==> src/verilog/scl_map.svh <==
`ifndef SCL_MAP_SVH
`define SCL_MAP_SVH
// timing values in ns, clock at 100 MHz (10 ns period)
`define SCL_CLK_PERIOD_NS  10
`define SCL_T_DAL_NS       30
`define SCL_T_RP_NS        20
`define SCL_T_MCD_NS       20
`define SCL_T_RC_NS        70
`define SCL_T_RCD_NS       20
`define SCL_T_RAS_NS       42
`define SCL_T_RRD_NS       20
// least times round up
`define SCL_CYC(ns) (((ns) + `SCL_CLK_PERIOD_NS - 1) / `SCL_CLK_PERIOD_NS)
// address field positions, full-page burst code and mode reset value
`define SCL_BANK_BIT       11
`define SCL_AP_BIT         10
`define SCL_BL_LSB         0
`define SCL_BL_FULL_PAGE   3'h7
`define SCL_MODE_RESET     12'h000
`endif

==> src/verilog/scl_pkg.sv <==
package scl_pkg;
   typedef enum logic [3:0] {
      SCL_CMD_DESELECT,
      SCL_CMD_NOP,
      SCL_CMD_BURST_STOP,
      SCL_CMD_READ,
      SCL_CMD_WRITE,
      SCL_CMD_ACTIVATE,
      SCL_CMD_PRECHARGE,
      SCL_CMD_REFRESH,
      SCL_CMD_MODE_SET
   } scl_cmd_t;

   typedef enum logic [3:0] {
      SCL_ST_IDLE,
      SCL_ST_ACTIVE,
      SCL_ST_WRITE_AP,
      SCL_ST_REFRESH,
      SCL_ST_MODE_SET,
      SCL_ST_SELF_REFRESH,
      SCL_ST_SELF_RECOVERY,
      SCL_ST_POWER_DOWN
   } scl_state_t;

   // pin levels to command code
   function automatic scl_cmd_t scl_decode(input logic cs_n,
                                           input logic ras_n,
                                           input logic cas_n,
                                           input logic we_n);
      scl_cmd_t c;
      c = SCL_CMD_DESELECT;
      if (!cs_n) begin
         case ({ras_n, cas_n, we_n})
            3'h7: c = SCL_CMD_NOP;
            3'h6: c = SCL_CMD_BURST_STOP;
            3'h5: c = SCL_CMD_READ;
            3'h4: c = SCL_CMD_WRITE;
            3'h3: c = SCL_CMD_ACTIVATE;
            3'h2: c = SCL_CMD_PRECHARGE;
            3'h1: c = SCL_CMD_REFRESH;
            default: c = SCL_CMD_MODE_SET;
         endcase
      end
      return c;
   endfunction : scl_decode
endpackage : scl_pkg

==> src/verilog/scl_link_if.sv <==
interface scl_link_if;
   logic        cke;
   logic        cs_n;
   logic        ras_n;
   logic        cas_n;
   logic        we_n;
   logic [11:0] addr;

   modport ctrl (output cke, cs_n, ras_n, cas_n, we_n, addr);
   modport dev  (input  cke, cs_n, ras_n, cas_n, we_n, addr);
endinterface : scl_link_if

==> src/verilog/scl_delay_timer.sv <==
`include "scl_map.svh"
module scl_delay_timer
   import scl_pkg::*;
#(
   parameter int W = 8
) (
   input  wire logic         i_core_clk,  // clock
   input  wire logic         i_reset_n,   // async reset
   input  wire logic         i_load,      // start a wait
   input  wire logic [W-1:0] i_cycles,    // wait length, at least 1
   input  wire logic         i_hold,      // freeze count
   output logic              o_done       // wait finished, level
);
   logic [W-1:0] count;
   logic [W-1:0] next_count;

   always_comb begin
      next_count = count;
      if (i_load) begin
         next_count = i_cycles;
      end else if (!i_hold && count != '0) begin
         next_count = count - W'(1);
      end
   end

   always_ff @(posedge i_core_clk or negedge i_reset_n) begin
      if (!i_reset_n) begin
         count <= '0;
      end else begin
         count <= next_count;
      end
   end

   assign o_done = (count == '0) && !i_load;
endmodule : scl_delay_timer

==> src/verilog/scl_device.sv <==
`include "scl_map.svh"
module scl_device
   import scl_pkg::*;
#(
   parameter int BURST_CYCLES = 4,
   parameter int ROW_BITS     = 12
) (
   input  wire logic        i_core_clk,      // clock
   input  wire logic        i_reset_n,       // async reset
   scl_link_if.dev          link,            // command pins
   output logic [11:0]      o_mode,          // mode register
   output scl_state_t       o_state,         // device state
   output logic [1:0]       o_bank_open,     // bank active flags
   output logic             o_clk_suspended, // internal clock held
   output logic             o_illegal,       // illegal command pulse
   output logic [ROW_BITS-1:0] o_refresh_row // internal refresh row
);
   localparam logic [7:0] DAL_CYC = 8'(`SCL_CYC(`SCL_T_DAL_NS));
   localparam logic [7:0] RP_CYC  = 8'(`SCL_CYC(`SCL_T_RP_NS));
   localparam logic [7:0] MCD_CYC = 8'(`SCL_CYC(`SCL_T_MCD_NS));
   localparam logic [7:0] RC_CYC  = 8'(`SCL_CYC(`SCL_T_RC_NS));
   localparam logic [7:0] BUR_CYC = 8'(BURST_CYCLES);
   // waits load one short: the edge that saw the command is the first
   // cycle, so idle is reached exactly when the interval has elapsed

   // ==========================================================
   // input sampling
   // ==========================================================
   logic cke_prev;
   scl_cmd_t cmd;
   logic bank_sel;
   logic auto_pre;
   logic full_page;

   // all strobes are decoded combinationally here; the state registers take the result at the rising edge
   always_comb begin
      cmd       = scl_decode(link.cs_n, link.ras_n, link.cas_n,
                             link.we_n);
      bank_sel  = link.addr[`SCL_BANK_BIT];
      auto_pre  = link.addr[`SCL_AP_BIT];
      full_page = (o_mode[`SCL_BL_LSB +: 3] == `SCL_BL_FULL_PAGE);
   end

   // ==========================================================
   // state machine
   // ==========================================================
   scl_state_t state, next_state;
   logic [1:0] bank_open, next_bank_open;
   logic [1:0] bank_ap, next_bank_ap;
   logic [11:0] mode, next_mode;
   logic suspended, next_suspended;
   logic illegal, next_illegal;
   logic [ROW_BITS-1:0] ref_row, next_ref_row;
   logic t_load, t_hold, t_done;
   logic [7:0] t_cycles;
   logic burst_stop;

   scl_delay_timer #(.W(8)) u_timer (
      .i_core_clk (i_core_clk),
      .i_reset_n  (i_reset_n),
      .i_load     (t_load),
      .i_cycles   (t_cycles),
      .i_hold     (t_hold),
      .o_done     (t_done)
   );

   always_comb begin
      next_state     = state;
      next_bank_open = bank_open;
      next_bank_ap   = bank_ap;
      next_mode      = mode;
      next_suspended = suspended;
      next_illegal   = 1'b0;
      next_ref_row   = ref_row;
      t_load         = 1'b0;
      t_cycles       = 8'h00;
      t_hold         = suspended;
      burst_stop     = 1'b0;
      case (state)
         SCL_ST_SELF_REFRESH: begin
            // clock enable is looked at here, and the command only in the cycle that enable is high
            if (link.cke) begin
               next_state = SCL_ST_SELF_RECOVERY;
               t_load     = 1'b1;
               t_cycles   = RC_CYC - 8'h01;
               if (cmd != SCL_CMD_DESELECT && cmd != SCL_CMD_NOP &&
                   cmd != SCL_CMD_BURST_STOP) begin
                  next_illegal = 1'b1;
               end
            end
         end
         SCL_ST_SELF_RECOVERY: begin
            if (cmd != SCL_CMD_DESELECT && cmd != SCL_CMD_NOP &&
                cmd != SCL_CMD_BURST_STOP) begin
               next_illegal = 1'b1;
            end else if (cke_prev && !link.cke) begin
               next_state = SCL_ST_POWER_DOWN;
            end else if (t_done) begin
               next_state = SCL_ST_IDLE;
            end
         end
         SCL_ST_POWER_DOWN: begin
            if (!cke_prev && link.cke) begin
               next_state = SCL_ST_IDLE;
            end
         end
         SCL_ST_IDLE: begin
            if (cke_prev && !link.cke) begin
               if (cmd == SCL_CMD_REFRESH) begin
                  next_state = SCL_ST_SELF_REFRESH;
               end else begin
                  next_state = SCL_ST_POWER_DOWN;
               end
            end else if (!cke_prev) begin
               next_state = SCL_ST_POWER_DOWN;
            end else begin
               case (cmd)
                  SCL_CMD_ACTIVATE: begin
                     next_bank_open[bank_sel] = 1'b1;
                     next_state = SCL_ST_ACTIVE;
                  end
                  SCL_CMD_REFRESH: begin
                     // row from the internal counter
                     next_ref_row = ref_row + ROW_BITS'(1);
                     next_state   = SCL_ST_REFRESH;
                     t_load       = 1'b1;
                     t_cycles     = RP_CYC - 8'h01;
                  end
                  SCL_CMD_MODE_SET: begin
                     next_mode  = link.addr;
                     next_state = SCL_ST_MODE_SET;
                     t_load     = 1'b1;
                     t_cycles   = MCD_CYC - 8'h01;
                  end
                  SCL_CMD_READ, SCL_CMD_WRITE: begin
                     next_illegal = 1'b1;
                  end
                  default: ;
               endcase
            end
         end
         SCL_ST_REFRESH, SCL_ST_MODE_SET: begin
            if (cmd != SCL_CMD_DESELECT && cmd != SCL_CMD_NOP &&
                cmd != SCL_CMD_BURST_STOP) begin
               next_illegal = 1'b1;
            end else if (t_done) begin
               next_state = SCL_ST_IDLE;
            end
         end
         default: begin // active banks and write-AP recovery
            // clock suspend entry and exit
            if (cke_prev && !link.cke) begin
               next_suspended = 1'b1;
            end else if (suspended && link.cke) begin
               next_suspended = 1'b0;
            end
            if (!suspended && cke_prev) begin
               case (cmd)
                  SCL_CMD_ACTIVATE: begin
                     if (bank_open[bank_sel] || bank_ap[bank_sel]) begin
                        next_illegal = 1'b1;
                     end else begin
                        next_bank_open[bank_sel] = 1'b1;
                     end
                  end
                  SCL_CMD_READ, SCL_CMD_WRITE: begin
                     if (!bank_open[bank_sel] || bank_ap[bank_sel]) begin
                        next_illegal = 1'b1;
                     end else if (auto_pre) begin
                        next_bank_ap[bank_sel] = 1'b1;
                        next_state = SCL_ST_WRITE_AP;
                        t_load     = 1'b1;
                        t_cycles   = BUR_CYC + DAL_CYC - 8'h01;
                     end
                  end
                  SCL_CMD_PRECHARGE: begin
                     if (auto_pre) begin
                        next_bank_open = bank_open & bank_ap;
                     end else if (!bank_ap[bank_sel]) begin
                        next_bank_open[bank_sel] = 1'b0;
                     end else begin
                        next_illegal = 1'b1;
                     end
                  end
                  SCL_CMD_BURST_STOP: begin
                     burst_stop = full_page;
                  end
                  SCL_CMD_REFRESH, SCL_CMD_MODE_SET: begin
                     next_illegal = 1'b1;
                  end
                  default: ;
               endcase
            end
            // auto-precharge bank closes once its wait runs out
            if (bank_ap != 2'h0 && t_done && !t_load) begin
               next_bank_open = next_bank_open & ~bank_ap;
               next_bank_ap   = 2'h0;
            end
            if (burst_stop && bank_ap != 2'h0) begin
               // stop cuts the burst: precharge right away
               next_bank_open = next_bank_open & ~bank_ap;
               next_bank_ap   = 2'h0;
            end
            if (next_bank_ap != 2'h0) begin
               next_state = SCL_ST_WRITE_AP;
            end else if (next_bank_open != 2'h0) begin
               next_state = SCL_ST_ACTIVE;
            end else begin
               next_state     = SCL_ST_IDLE;
               next_suspended = 1'b0;
            end
         end
      endcase
   end

   always_ff @(posedge i_core_clk or negedge i_reset_n) begin
      if (!i_reset_n) begin
         state     <= SCL_ST_IDLE;
         bank_open <= 2'h0;
         bank_ap   <= 2'h0;
         mode      <= `SCL_MODE_RESET;
         suspended <= 1'b0;
         illegal   <= 1'b0;
         ref_row   <= '0;
         cke_prev  <= 1'b1;
      end else begin
         state     <= next_state;
         bank_open <= next_bank_open;
         bank_ap   <= next_bank_ap;
         mode      <= next_mode;
         suspended <= next_suspended;
         illegal   <= next_illegal;
         ref_row   <= next_ref_row;
         cke_prev  <= link.cke;
      end
   end

   assign o_mode          = mode;
   assign o_state         = state;
   assign o_bank_open     = bank_open;
   assign o_clk_suspended = suspended;
   assign o_illegal       = illegal;
   assign o_refresh_row   = ref_row;
endmodule : scl_device

==> src/flat_wrapper.sv <==
// flat-port wrapper written by rule: the top's interface ports become plain ports
module scl_device_flat import scl_pkg::*;
#(
   parameter int BURST_CYCLES = 4,
   parameter int ROW_BITS     = 12
)
  (i_core_clk, i_reset_n, o_mode, o_state, o_bank_open, o_clk_suspended, o_illegal, o_refresh_row, link_cke, link_cs_n, link_ras_n, link_cas_n, link_we_n, link_addr);
  scl_link_if link_i ();
  input  wire logic i_core_clk;
  input  wire logic i_reset_n;
  output logic [11:0] o_mode;
  output scl_state_t o_state;
  output logic [1:0] o_bank_open;
  output logic o_clk_suspended;
  output logic o_illegal;
  output logic [ROW_BITS-1:0] o_refresh_row;
  input wire logic [$bits(link_i.cke)-1:0] link_cke;
  input wire logic [$bits(link_i.cs_n)-1:0] link_cs_n;
  input wire logic [$bits(link_i.ras_n)-1:0] link_ras_n;
  input wire logic [$bits(link_i.cas_n)-1:0] link_cas_n;
  input wire logic [$bits(link_i.we_n)-1:0] link_we_n;
  input wire logic [$bits(link_i.addr)-1:0] link_addr;
  assign link_i.cke = link_cke;
  assign link_i.cs_n = link_cs_n;
  assign link_i.ras_n = link_ras_n;
  assign link_i.cas_n = link_cas_n;
  assign link_i.we_n = link_we_n;
  assign link_i.addr = link_addr;
  scl_device #(.BURST_CYCLES(BURST_CYCLES), .ROW_BITS(ROW_BITS)) u_core (.i_core_clk(i_core_clk), .i_reset_n(i_reset_n), .link(link_i), .o_mode(o_mode), .o_state(o_state), .o_bank_open(o_bank_open), .o_clk_suspended(o_clk_suspended), .o_illegal(o_illegal), .o_refresh_row(o_refresh_row));
endmodule
==> config.mk <==
export PLATFORM = sky130hd
export DESIGN_NAME = scl_device_flat
export DESIGN_NICKNAME = d
export VERILOG_FILES = /design/src/verilog/scl_pkg.sv /design/src/verilog/scl_link_if.sv /design/src/verilog/scl_delay_timer.sv /design/src/verilog/scl_device.sv /design/src/flat_wrapper.sv
export VERILOG_INCLUDE_DIRS = /design/src /design/src/verilog
export SDC_FILE = /design/constraint.sdc
export NUM_CORES = 1
export LEC_CHECK = 0
export ABC_CLOCK_PERIOD_IN_PS = 6100
export BUFFER_PORTS_ARGS = -buffer_cell sky130_fd_sc_hd__buf_4
export CAP_MARGIN = 20
export CORE_AREA = 2 2 107 88
export DETAILED_ROUTE_END_ITERATION = 8
export DIE_AREA = 0 0 109 90
export PLACE_DENSITY = 0.52
export RECOVER_POWER = 50
export SETUP_SLACK_MARGIN = 0.1
export SYNTH_ARGS = -nofsm -noshare
export SYNTH_HDL_FRONTEND = slang
export SYNTH_SLANG_ARGS = --single-unit
==> constraint.sdc <==
create_clock -name i_core_clk -period 6.1 [get_ports i_core_clk]
set_clock_uncertainty 0.2 [all_clocks]
set_input_delay 0.915 -clock i_core_clk [delete_from_list [all_inputs] [get_ports i_core_clk]]
set_output_delay 0.915 -clock i_core_clk [all_outputs]
set_load 0.02 [all_outputs]
* After elaboration in Yosys (flattened, before gate mapping) *
Cells that the tools add are included.

cells by class
  add/subtract/negate cells = 2
  magnitude comparators = 2
  equality and inequality tests = 30
  mux-type cells = 82
  bitwise logic cells = 10
  reduce and logical (&&, ||, !) cells = 39

operators with widths
  operator               count
  $mux 8                 7
  $mux 2                 20
  $mux 4                 10
  $mux 1                 33
  $eq 4x3->1 const B     8
  $pmux 4 s7             1
  $pmux 8 s3             1
  $pmux 4 s5             1
  $eq 3x3->1 const B     5
  $add 12x1->12 const B  1
  $eq 4x2->1 const B     3
  $logic_and 1x1->1      12
  $pmux 4 s3             1
  $reduce_and 4->1       3
  $ne 2x2->1 const B     5
  $and 2x2->2            4
  $logic_not 8->1        1
  $pmux 1 s4             2
  $pmux 2 s2             2
  $reduce_bool 2->1      4
  $reduce_bool 8->1      1
  $sub 8x1->8 const B    1
  $eq 3x2->1 const B     2
  $logic_not 1->1        6
  other kinds (23)       31

word-level totals
  flip-flop bits (word level) = 43
  input bits = 19
  output and inout bits = 32
  word-level logic and storage cells = 174

* Depth between registers and ports, before layout *
Gate-level depths: netlist of the first run.

  word-level depth = 22
  depth in mapped cells = 10
  gate-level depth less buffers = 9

* Cells and area by module *
A second synthesis of the first run with hierarchy kept.

unflattened totals
  cell total of the unflattened synthesis = 273
  area, all modules = 2,557.5 µm²

by module, submodules not included
  module           instances  cells an instance  area each (µm²)  seq. area each (µm²)
  scl_device       1          205                1,971.9          877.1
  scl_delay_timer  1          68                 585.6            200.2

* Worst setup path after synthesis of the first run *
Ideal clock, no wire load.

  kind = input -> register
  start = input link_we_n
  end = register u_core.suspended, in the netlist u_core.o_clk_suspended
  library setup time = 0.094 ns
  arrival time = 2.851 ns
  data required time = 5.806 ns
  path slack = 2.955 ns
  cell stages on the path = 9
  cell sequence = inv_1 ha_1 or3_1 o22ai_2 nor3b_2 o31ai_4 a211oi_2 nor2_1 a221oi_2

between the ends
  word-level cells in the longest chain between the ends = 21

ends and longest elaborated chain
  what                                       line                                  source
  from (decl)                                flat_wrapper.sv:21                    input wire logic [$bits(link_i.we_n)-1:0] link_we_n;
  $eq 3x1->1 (tied with other cells)         scl_pkg.sv:33                         case ({ras_n, cas_n, we_n})
  $pmux 4 s7 *                               scl_pkg.sv:33
  $mux 4 *                                   scl_pkg.sv:32                         if (!cs_n) begin
  $eq 4x2->1 (tied with other cells)         scl_device.sv:158                     case (cmd)
  $reduce_or 2->1, on equally long branches  n/a
  $mux 1, on equally long branches           scl_device.sv:158, scl_device.sv:117
  $mux 1, on equally long branches           scl_device.sv:157, scl_device.sv:114
  $mux 1, on equally long branches           scl_device.sv:79, scl_device.sv:108
  [... 5 more ...]                           n/a
  $mux 2                                     scl_device.sv:195                     if (bank_ap != 2'h0 && t_done && !t_load) begin
  $mux 2                                     scl_device.sv:79                      case (state)
  $and 2x2->2                                scl_device.sv:201                     next_bank_open = next_bank_open & ~bank_ap;
  $mux 2                                     scl_device.sv:199                     if (burst_stop && bank_ap != 2'h0) begin
  $mux 2                                     scl_device.sv:79
  $reduce_bool 2->1                          scl_device.sv:206                     end else if (next_bank_open != 2'h0) begin
  $mux 1                                     scl_device.sv:206
  $mux 1 *                                   scl_device.sv:204                     if (next_bank_ap != 2'h0) begin
  to (signal assigned)                       scl_device.sv:231                     suspended <= next_suspended;
  to (decl)                                  scl_device.sv:51                      logic suspended, next_suspended;

Mark *: on every way between the ends. The rest lies on a longest branch, timed or not. The select of a mux whose other input is x is not followed.
A chain may end at the register's enable or synchronous reset.

* Worst setup path in the final report of the first run *
  start = input link_we_n
  end = register u_core.mode[1], in the netlist u_core.o_mode[1]

between the ends
  word-level cells in the longest chain between the ends = 5

ends and longest elaborated chain
  what                                 line               source
  $eq 3x1->1 (tied with other cells)   scl_pkg.sv:33
  $pmux 4 s7 *                         scl_pkg.sv:33
  $mux 4 *                             scl_pkg.sv:32
  $eq 4x4->1 *                         scl_device.sv:117  case (cmd)
  $reduce_and 4->1 (no source line) *  n/a
  to (signal assigned)                 scl_device.sv:221  mode <= `SCL_MODE_RESET;
  to (signal assigned)                 scl_device.sv:230  mode <= next_mode;
  to (decl)                            scl_device.sv:50   logic [11:0] mode, next_mode;

Mark *: on every way between the ends. The rest lies on a longest branch, timed or not.

==> results.sh, run 1 <==
export IMPL_syn_to_final_growth_pct=21.1
export IMPL_die_h_microns=90
export IMPL_postRouteAntennaNets=0
export IMPL_antenna_found_initial=0
export IMPL_min_period_ns=3.29
export IMPL_met1_usage_pct=18.9
export IMPL_grt_busiest_layer="met2"
export IMPL_yosys_top_cells_count="dfrtp_1 (42), nor2_1 (38), nand2_1 (17), a21oi_1 (15), mux2_2 (14)"
export IMPL_cp_num_buf_inv=2
export IMPL_insertion_delay_ns=0.29
export IMPL_crit_required_ns=6.08
export IMPL_ys_ff_latch=43
export IMPL_tightest_slew_ns=2.33
export IMPL_hpwl_microns=4500
export IMPL_diodes=0
export IMPL_worst_setup_path_type="primary input to register"
export IMPL_yosys_area_top_type="dfrtp_1"
export IMPL_final_hold_viol_count=0
export IMPL_pre_cts_slack_ns=2.48
export IMPL_cpMaxStageDelayCell="nor2_1"
export IMPL_clock_sinks=43
export IMPL_clockBufferDepth=2
export IMPL_placement_cell_area_sq_um=3020
export IMPL_cp_cell_sequence="buf_4, inv_1, ha_1, a211o_1, or3_1, nor2_1, mux2_2"
export IMPL_nNetsFinal=336
export IMPL_num_vias=2097
export IMPL_netlist_area_sq_um=2550
export IMPL_max_vdd_ir_drop_v=0.000116
export IMPL_gp_congestion=0.816
export IMPL_final_area_sq_um=3090
export IMPL_netlist_top_cells_area="dfrtp_1 (41%), mux2_2 (6.2%), nor2_1 (5.6%)"
export IMPL_path_delay_family="simple AND/OR/NAND/NOR gates"
export IMPL_syn_inst=262
export IMPL_cp_data_arrival_time_ns=3.26
export IMPL_slew_headroom_pct=-55.5
export IMPL_drv_cap=1
export IMPL_cts_tree="yes"
export IMPL_fin_crit_sh_pct=53.9
export IMPL_violations="capacitance limit, slew limit"
export IMPL_place_inst=418
export IMPL_drive_gt1_share_pct=23.8
export IMPL_drcViolationCount=0
export IMPL_ys_types=59
export IMPL_cp_max_fo=12
export IMPL_synth_edff_count=0
export IMPL_multi_input_area_sq_um=1390
export IMPL_hold_class="register to register"
export IMPL_clk_pin_slew_worst_paths_ns=0.09
export IMPL_cts_htree_levels=2
export IMPL_ys_dominant_reg_cell="dfrtp_1"
export IMPL_met3_usage_pct=4.71
export IMPL_ys_warn_count=0
export IMPL_synth_most_common_cell="dfrtp_1"
export IMPL_grt_pass1_wl_microns=10400
export IMPL_postCtsSetupBuffers=0
export IMPL_fillers=898
export IMPL_start_util_pct=29.0
export IMPL_yosysTopAreaCellShare_pct=41.2
export IMPL_vias_per_cell=4.92
export IMPL_status="finished, violations left"
export IMPL_port_buffers=50
export IMPL_p_leak_uw=0.00137
export IMPL_grt_use_met2_pct=19.3
export IMPL_async_reset_ff_share_pct=100
export IMPL_seq_area_frac_synth_pct=42.2
export IMPL_finalWirelength_microns=6050
export IMPL_rows=31
export IMPL_cts_resized=0
export IMPL_post_route_worst_setup_slack_ns=2.81
export IMPL_core_area_sq_um=8800
export IMPL_max_stage_delay_ns=0.76
export IMPL_regArea_sq_um=1080
export IMPL_maxSlewViolCount=44
export IMPL_setup_viol=0
export IMPL_fin_util_pct=35.1
export IMPL_instances_no_fill=426
export IMPL_clock_root_buffer="clkbuf_8"
export IMPL_dr_pass1_iters=5
export IMPL_start_kind="primary input"
export IMPL_grt_max_degree=44
export IMPL_die_area_sq_um=9810
export IMPL_overflow=0
export IMPL_fmax_mhz=304
export IMPL_cts_hold_buffers_added=0
export IMPL_grt_usage_pct=13.2
export IMPL_cp_end_kind="register"
export IMPL_die_x_microns=109
export IMPL_syn_nets=288
export IMPL_rsz0062_at_grt="false"
export IMPL_tns_ns=0
export IMPL_p_per_area_nw_per_um2=364
export IMPL_avgSynthCellArea_sq_um=9.75
export IMPL_wl_per_cell_microns=14.2
export IMPL_pin_count=51
export IMPL_cts_buffers=5
export IMPL_grt_pass1_vias=2060
export IMPL_drtIter0Drc=90
-- layout make-up --
| type | instances | share of cell area, % |
|---|---|---|
| Clock buffer | 6 | 2.35 |
| Timing Repair Buffer | 50 | 10.2 |
| Inverter | 8 | 0.971 |
| Tap cell | 115 | 4.65 |
| Sequential cell | 43 | 34.8 |
| Multi-Input combinational cell | 202 | 45.0 |
| Clock inverter | 2 | 1.94 |
-- where the power goes --
part           switching [uW]  total [uW]  internal, uW
clock network            98.4         262           164
logic                     238         421           183
registers                88.9         441           352
-- state kept, by name, summed over array words and instances, names as in the netlist --
signal and count:
u_core.o_mode 12, u_core.bank_ap 2, u_core.o_clk_suspended 1, u_core.o_refresh_row 12, u_core.o_illegal 1, u_core.o_state 4, u_core.u_timer.count 8, u_core.cke_prev 1
u_core.o_bank_open 2
-- stage by stage --
stage | hold slack [ns] | total power (uW)
2_1_floorplan | 0.311 | 742
3_3_place_gp | 0.260 | 874
3_5_place_dp | 0.277 | 877
4_1_cts | 0.289 | 1150
5_1_grt | 0.306 | 1210
6_report | 0.282 | 1120
-- metal layers --
layer	vias up	share of wire, %
met4	0	0.41
met1	1006	48
met5	-	0
met2	65	44
met3	2	7.3
li1	1024	-
-- worst register-to-register path, delay by kind of cell, from the launching register on --
kind / cells / cell delay, ns
flops: 1 / 0.55
mux: 1 / 0.42
simple gates: 3 / 1.44
-- kinds of logic after synthesis --
kind of cell | synth area share (%)
multiplexers | 6.57
AND/OR/NAND/NOR | 22.0
buffers and inverters | 3.28
XOR/XNOR | 6.86
flip-flops | 42.2
adder cells (fa/ha/maj) | 3.43
other | 0.147
AO/OA/AOI/OAI | 15.5
-- worst paths after layout --
kind,from,to,slack (ns),cells past startpoint
min reg2reg,u_core.o_refresh_row[11]$_DFFE_PN0P_,u_core.o_refresh_row[11]$_DFFE_PN0P_,0.28,1
max in group asynchronous,i_reset_n,u_core.bank_ap[1]$_DFFE_PN0N_,3.26,1
max reg2reg,u_core.o_state[3]$_DFFE_PN0P_,u_core.o_mode[1]$_DFFE_PN0P_,3.38,4
min in group asynchronous,i_reset_n,u_core.o_refresh_row[1]$_DFFE_PN0P_,1.12,1
max,link_we_n,u_core.o_mode[1]$_DFFE_PN0P_,2.81,7
min,u_core.o_refresh_row[11]$_DFFE_PN0P_,u_core.o_refresh_row[11]$_DFFE_PN0P_,0.28,1
-- cell usage in the layout (no fill, tap or decap), types with 3 or more instances in the layout --
cell | netlist | layout
xor2_1 | 11 | 11
mux2_2 | 14 | 14
o21ai_0 | 11 | 11
a21oi_1 | 15 | 15
nor3_1 | 5 | 5
nand3_1 | 7 | 7
clkbuf_8 | 0 | 5
or2_2 | 3 | 3
dfrtp_1 | 42 | 42
nand4_1 | 5 | 5
a211o_1 | 3 | 3
clkbuf_1 | 2 | 17
nor2b_1 | 4 | 4
or3_1 | 3 | 3
xnor2_1 | 9 | 9
ha_1 | 7 | 7
buf_4 | 2 | 34
nand2b_1 | 4 | 4
inv_1 | 8 | 8
nor2_1 | 38 | 38
a31oi_1 | 3 | 3
nand2_1 | 17 | 17
No activity file was read; power rests on OpenSTA's default activity.
==> run 2: changes to the inputs <==
--- a/config.mk
+++ b/config.mk
@@ -6,12 +6,13 @@
 export SDC_FILE = /design/constraint.sdc
 export NUM_CORES = 1
 export LEC_CHECK = 0
-export ABC_CLOCK_PERIOD_IN_PS = 6100
+export ABC_AREA = 1
+export ABC_CLOCK_PERIOD_IN_PS = 3400
 export BUFFER_PORTS_ARGS = -buffer_cell sky130_fd_sc_hd__buf_4
 export CAP_MARGIN = 20
-export CORE_AREA = 2 2 107 88
+export CORE_AREA = 2 2 110 91
 export DETAILED_ROUTE_END_ITERATION = 8
-export DIE_AREA = 0 0 109 90
+export DIE_AREA = 0 0 112 93
 export PLACE_DENSITY = 0.52
 export RECOVER_POWER = 50
 export SETUP_SLACK_MARGIN = 0.1
==> constraint.sdc (replaced) <==
create_clock -name i_core_clk -period 3.4 [get_ports i_core_clk]
set_clock_uncertainty 0.2 [all_clocks]
set_input_delay 0.51 -clock i_core_clk [delete_from_list [all_inputs] [get_ports i_core_clk]]
set_output_delay 0.51 -clock i_core_clk [all_outputs]
set_load 0.02 [all_outputs]
==> run 2 against run 1 <==
The run still ends with capacitance limit, slew limit left. Non-clock buffer count up 1. Critical path depth fell by 6. Cell area increased by 7.6%. Clock power rose by 100%. Setup slack worse by 1.9 ns. Global-route usage fell by 0.56 points. Sequential share of layout area fell by 2.5 points. Synthesized area increased by 7.2%. Register-to-register slack worse by 2.3 ns. Combinational power increased by 120%. Cell count up 15%. Synthesized cell count is 22% higher. Critical path type is now primary input to asynchronous set/reset pin. Highest routed layer unchanged.
==> results.sh, run 2 <==
export IMPL_status="finished, violations left"
export IMPL_violations="capacitance limit, slew limit"
export IMPL_cp_num_buf_inv=1
export IMPL_worst_setup_path_type="primary input to asynchronous set/reset pin"
export IMPL_nNetsFinal=397
export IMPL_hold_class="primary input to register"
export IMPL_rows=32
export IMPL_synth_edff_count=0
export IMPL_overflow=0
export IMPL_diodes=0
export IMPL_die_x_microns=112
export IMPL_pin_count=51
export IMPL_drcViolationCount=0
export IMPL_syn_to_final_growth_pct=21.5
export IMPL_postCtsSetupBuffers=0
export IMPL_clk_pin_slew_worst_paths_ns=0.06
export IMPL_die_area_sq_um=10400
export IMPL_drtIter0Drc=77
export IMPL_die_h_microns=93
export IMPL_netlist_top_cells_area="dfrtp_1 (38%), nand2_1 (6.7%), inv_1 (6.0%)"
export IMPL_p_per_area_nw_per_um2=666
export IMPL_syn_inst=319
export IMPL_final_cell_mix="nand2_1 (49), inv_1 (44), dfrtp_1 (42)"
export IMPL_drive_gt1_share_pct=25.1
export IMPL_cp_max_fo=43
export IMPL_cts_tree="yes"
export IMPL_drv_cap=1
export IMPL_start_util_pct=29.2
export IMPL_antenna_found_initial=0
export IMPL_seq_area_frac_synth_pct=39.4
export IMPL_grt_pass1_wl_microns=10700
export IMPL_grt_max_degree=44
export IMPL_core_area_sq_um=9370
export IMPL_cp_end_kind="asynchronous set/reset pin"
export IMPL_cp_cell_sequence="clkbuf_1"
export IMPL_port_buffers=50
export IMPL_final_common_cell="nand2_1"
export IMPL_p_leak_uw=0.00166
export IMPL_synth_most_common_cell="nand2_1"
export IMPL_cp_data_arrival_time_ns=2.17
export IMPL_grt_pass1_vias=2204
export IMPL_cpMaxStageDelayCell="clkbuf_1"
export IMPL_min_period_ns=2.46
export IMPL_cts_hold_buffers_added=0
export IMPL_clock_root_buffer="clkbuf_16"
export IMPL_hpwl_microns=4750
export IMPL_tns_ns=0
export IMPL_async_reset_ff_share_pct=100
export IMPL_netlist_area_sq_um=2740
export IMPL_clockBufferDepth=2
export IMPL_yosys_top_cells_count="nand2_1 (49), inv_1 (44), dfrtp_1 (42), nor2_1 (28), o21ai_0 (18)"
export IMPL_syn_nets=345
export IMPL_postRouteAntennaNets=0
export IMPL_fmax_mhz=406
export IMPL_insertion_delay_ns=0.28
export IMPL_cts_buffers=5
export IMPL_clock_sinks=43
export IMPL_dr_pass1_iters=4
export IMPL_wl_per_cell_microns=12.4
export IMPL_grt_usage_pct=12.6
export IMPL_cts_resized=0
export IMPL_setup_viol=0
export IMPL_max_stage_delay_ns=1.63
export IMPL_instances_no_fill=490
export IMPL_gp_congestion=0.838
export IMPL_start_kind="primary input"
export IMPL_cts_htree_levels=2
export IMPL_path_delay_family="buffers and inverters"
export IMPL_ys_ff_latch=43
export IMPL_maxSlewViolCount=44
export IMPL_vias_per_cell=4.51
export IMPL_yosysTopAreaCellShare_pct=38.4
export IMPL_crit_required_ns=3.10
export IMPL_ys_types=42
export IMPL_tightest_slew_ns=2.34
export IMPL_avgSynthCellArea_sq_um=8.58
export IMPL_final_hold_viol_count=0
export IMPL_ys_dominant_reg_cell="dfrtp_1"
export IMPL_finalWirelength_microns=6060
export IMPL_ys_warn_count=0
export IMPL_slew_headroom_pct=-55.9
export IMPL_max_vdd_ir_drop_v=0.000280
export IMPL_yosys_area_top_type="dfrtp_1"
export IMPL_num_vias=2209
export IMPL_fin_crit_sh_pct=72.5
export IMPL_place_inst=483
export IMPL_rsz0062_at_grt="false"
==> run 2: cell types whose count changed after synthesis, sizes merged, moves of 4 or more <==
cell    before  now
nand2       18   63
inv          8   48
o21ai       11   23
nand3        7   18
or2          5    0
nand2b       4    0
nor2b        4    0
xnor2        9    5
==> run 2: final cells by class <==
class / instances / area, sq um
Clock buffer: 5 / 125
Tap cell: 119 / 149
Timing Repair Buffer: 51 / 323
Clock inverter: 2 / 37.5
Fill cell: 1018 / 6040
Inverter: 48 / 180
Multi-Input combinational cell: 222 / 1430
Sequential cell: 43 / 1080
==> run 2: path summary, 6_finish.rpt <==
kind	startpoint	to	slack (ns)	cells after the start
worst min-delay path	link_cke	u_core.cke_prev$_DFF_PN1_	0.25	1
worst max register to register	u_core.o_state[1]$_DFFE_PN0P_	u_core.o_clk_suspended$_DFFE_PN0N_	1.11	12
min in group asynchronous	i_reset_n	u_core.o_refresh_row[11]$_DFFE_PN0P_	0.73	1
max in group i_core_clk	link_we_n	u_core.o_refresh_row[10]$_DFFE_PN0P_	0.94	14
worst min register to register	u_core.o_refresh_row[11]$_DFFE_PN0P_	u_core.o_refresh_row[11]$_DFFE_PN0P_	0.27	1
worst max-delay path	i_reset_n	u_core.u_timer.count[1]$_DFFE_PN0P_	0.94	1
==> run 2: worst reg2reg max path: cells and delay by family (launching register included) <==
kind | cells | cell delay [ns]
AO/OA/AOI/OAI | 1 | 0.13
AND/OR/NAND/NOR | 10 | 1.10
flip-flops | 1 | 0.51
buffers and inverters | 1 | 0.24
==> run 2: power breakdown <==
group / leakage, uW / internal [uW] / switching (uW)
Combinational: 0.00104 / 344 / 564
Sequential: 0.000545 / 641 / 136
Clock: 0.0000759 / 342 / 188
Total: 0.00166 / 1330 / 888
==> run 2: metrics by stage <==
stage	setup slack [ns]	hold slack [ns]	utilization [%]	cell area [sq um]	total power [uW]
floorplan	1.02	0.0144	-	2740	1460
global placement	0.674	0.263	34.4	3220	1740
detailed placement	0.643	0.264	34.4	3220	1730
CTS	0.928	0.0451	36.1	3390	2280
global route	0.438	0.246	35.5	3330	2400
finish	0.935	0.248	35.5	3330	2210
==> run 2: logic make-up after synthesis <==
family,synth area share (%)
and+or+nand+nor,28.7
muxes,4.53
adders and majority gates,3.20
buffers and inverters,8.23
other,0.137
DFF,39.4
AOI/OAI and AO/OA,10.7
xor gates and xnor gates,5.12
==> run 2: layer usage <==
metal | up-vias | wire length, microns | GRT usage (%)
met5 | - | 0 | 0
met4 | 0 | 58 | 2.85
met3 | 6 | 364 | 3.56
met2 | 57 | 2390 | 17.6
met1 | 1007 | 3250 | 19.3
li1 | 1139 | - | -
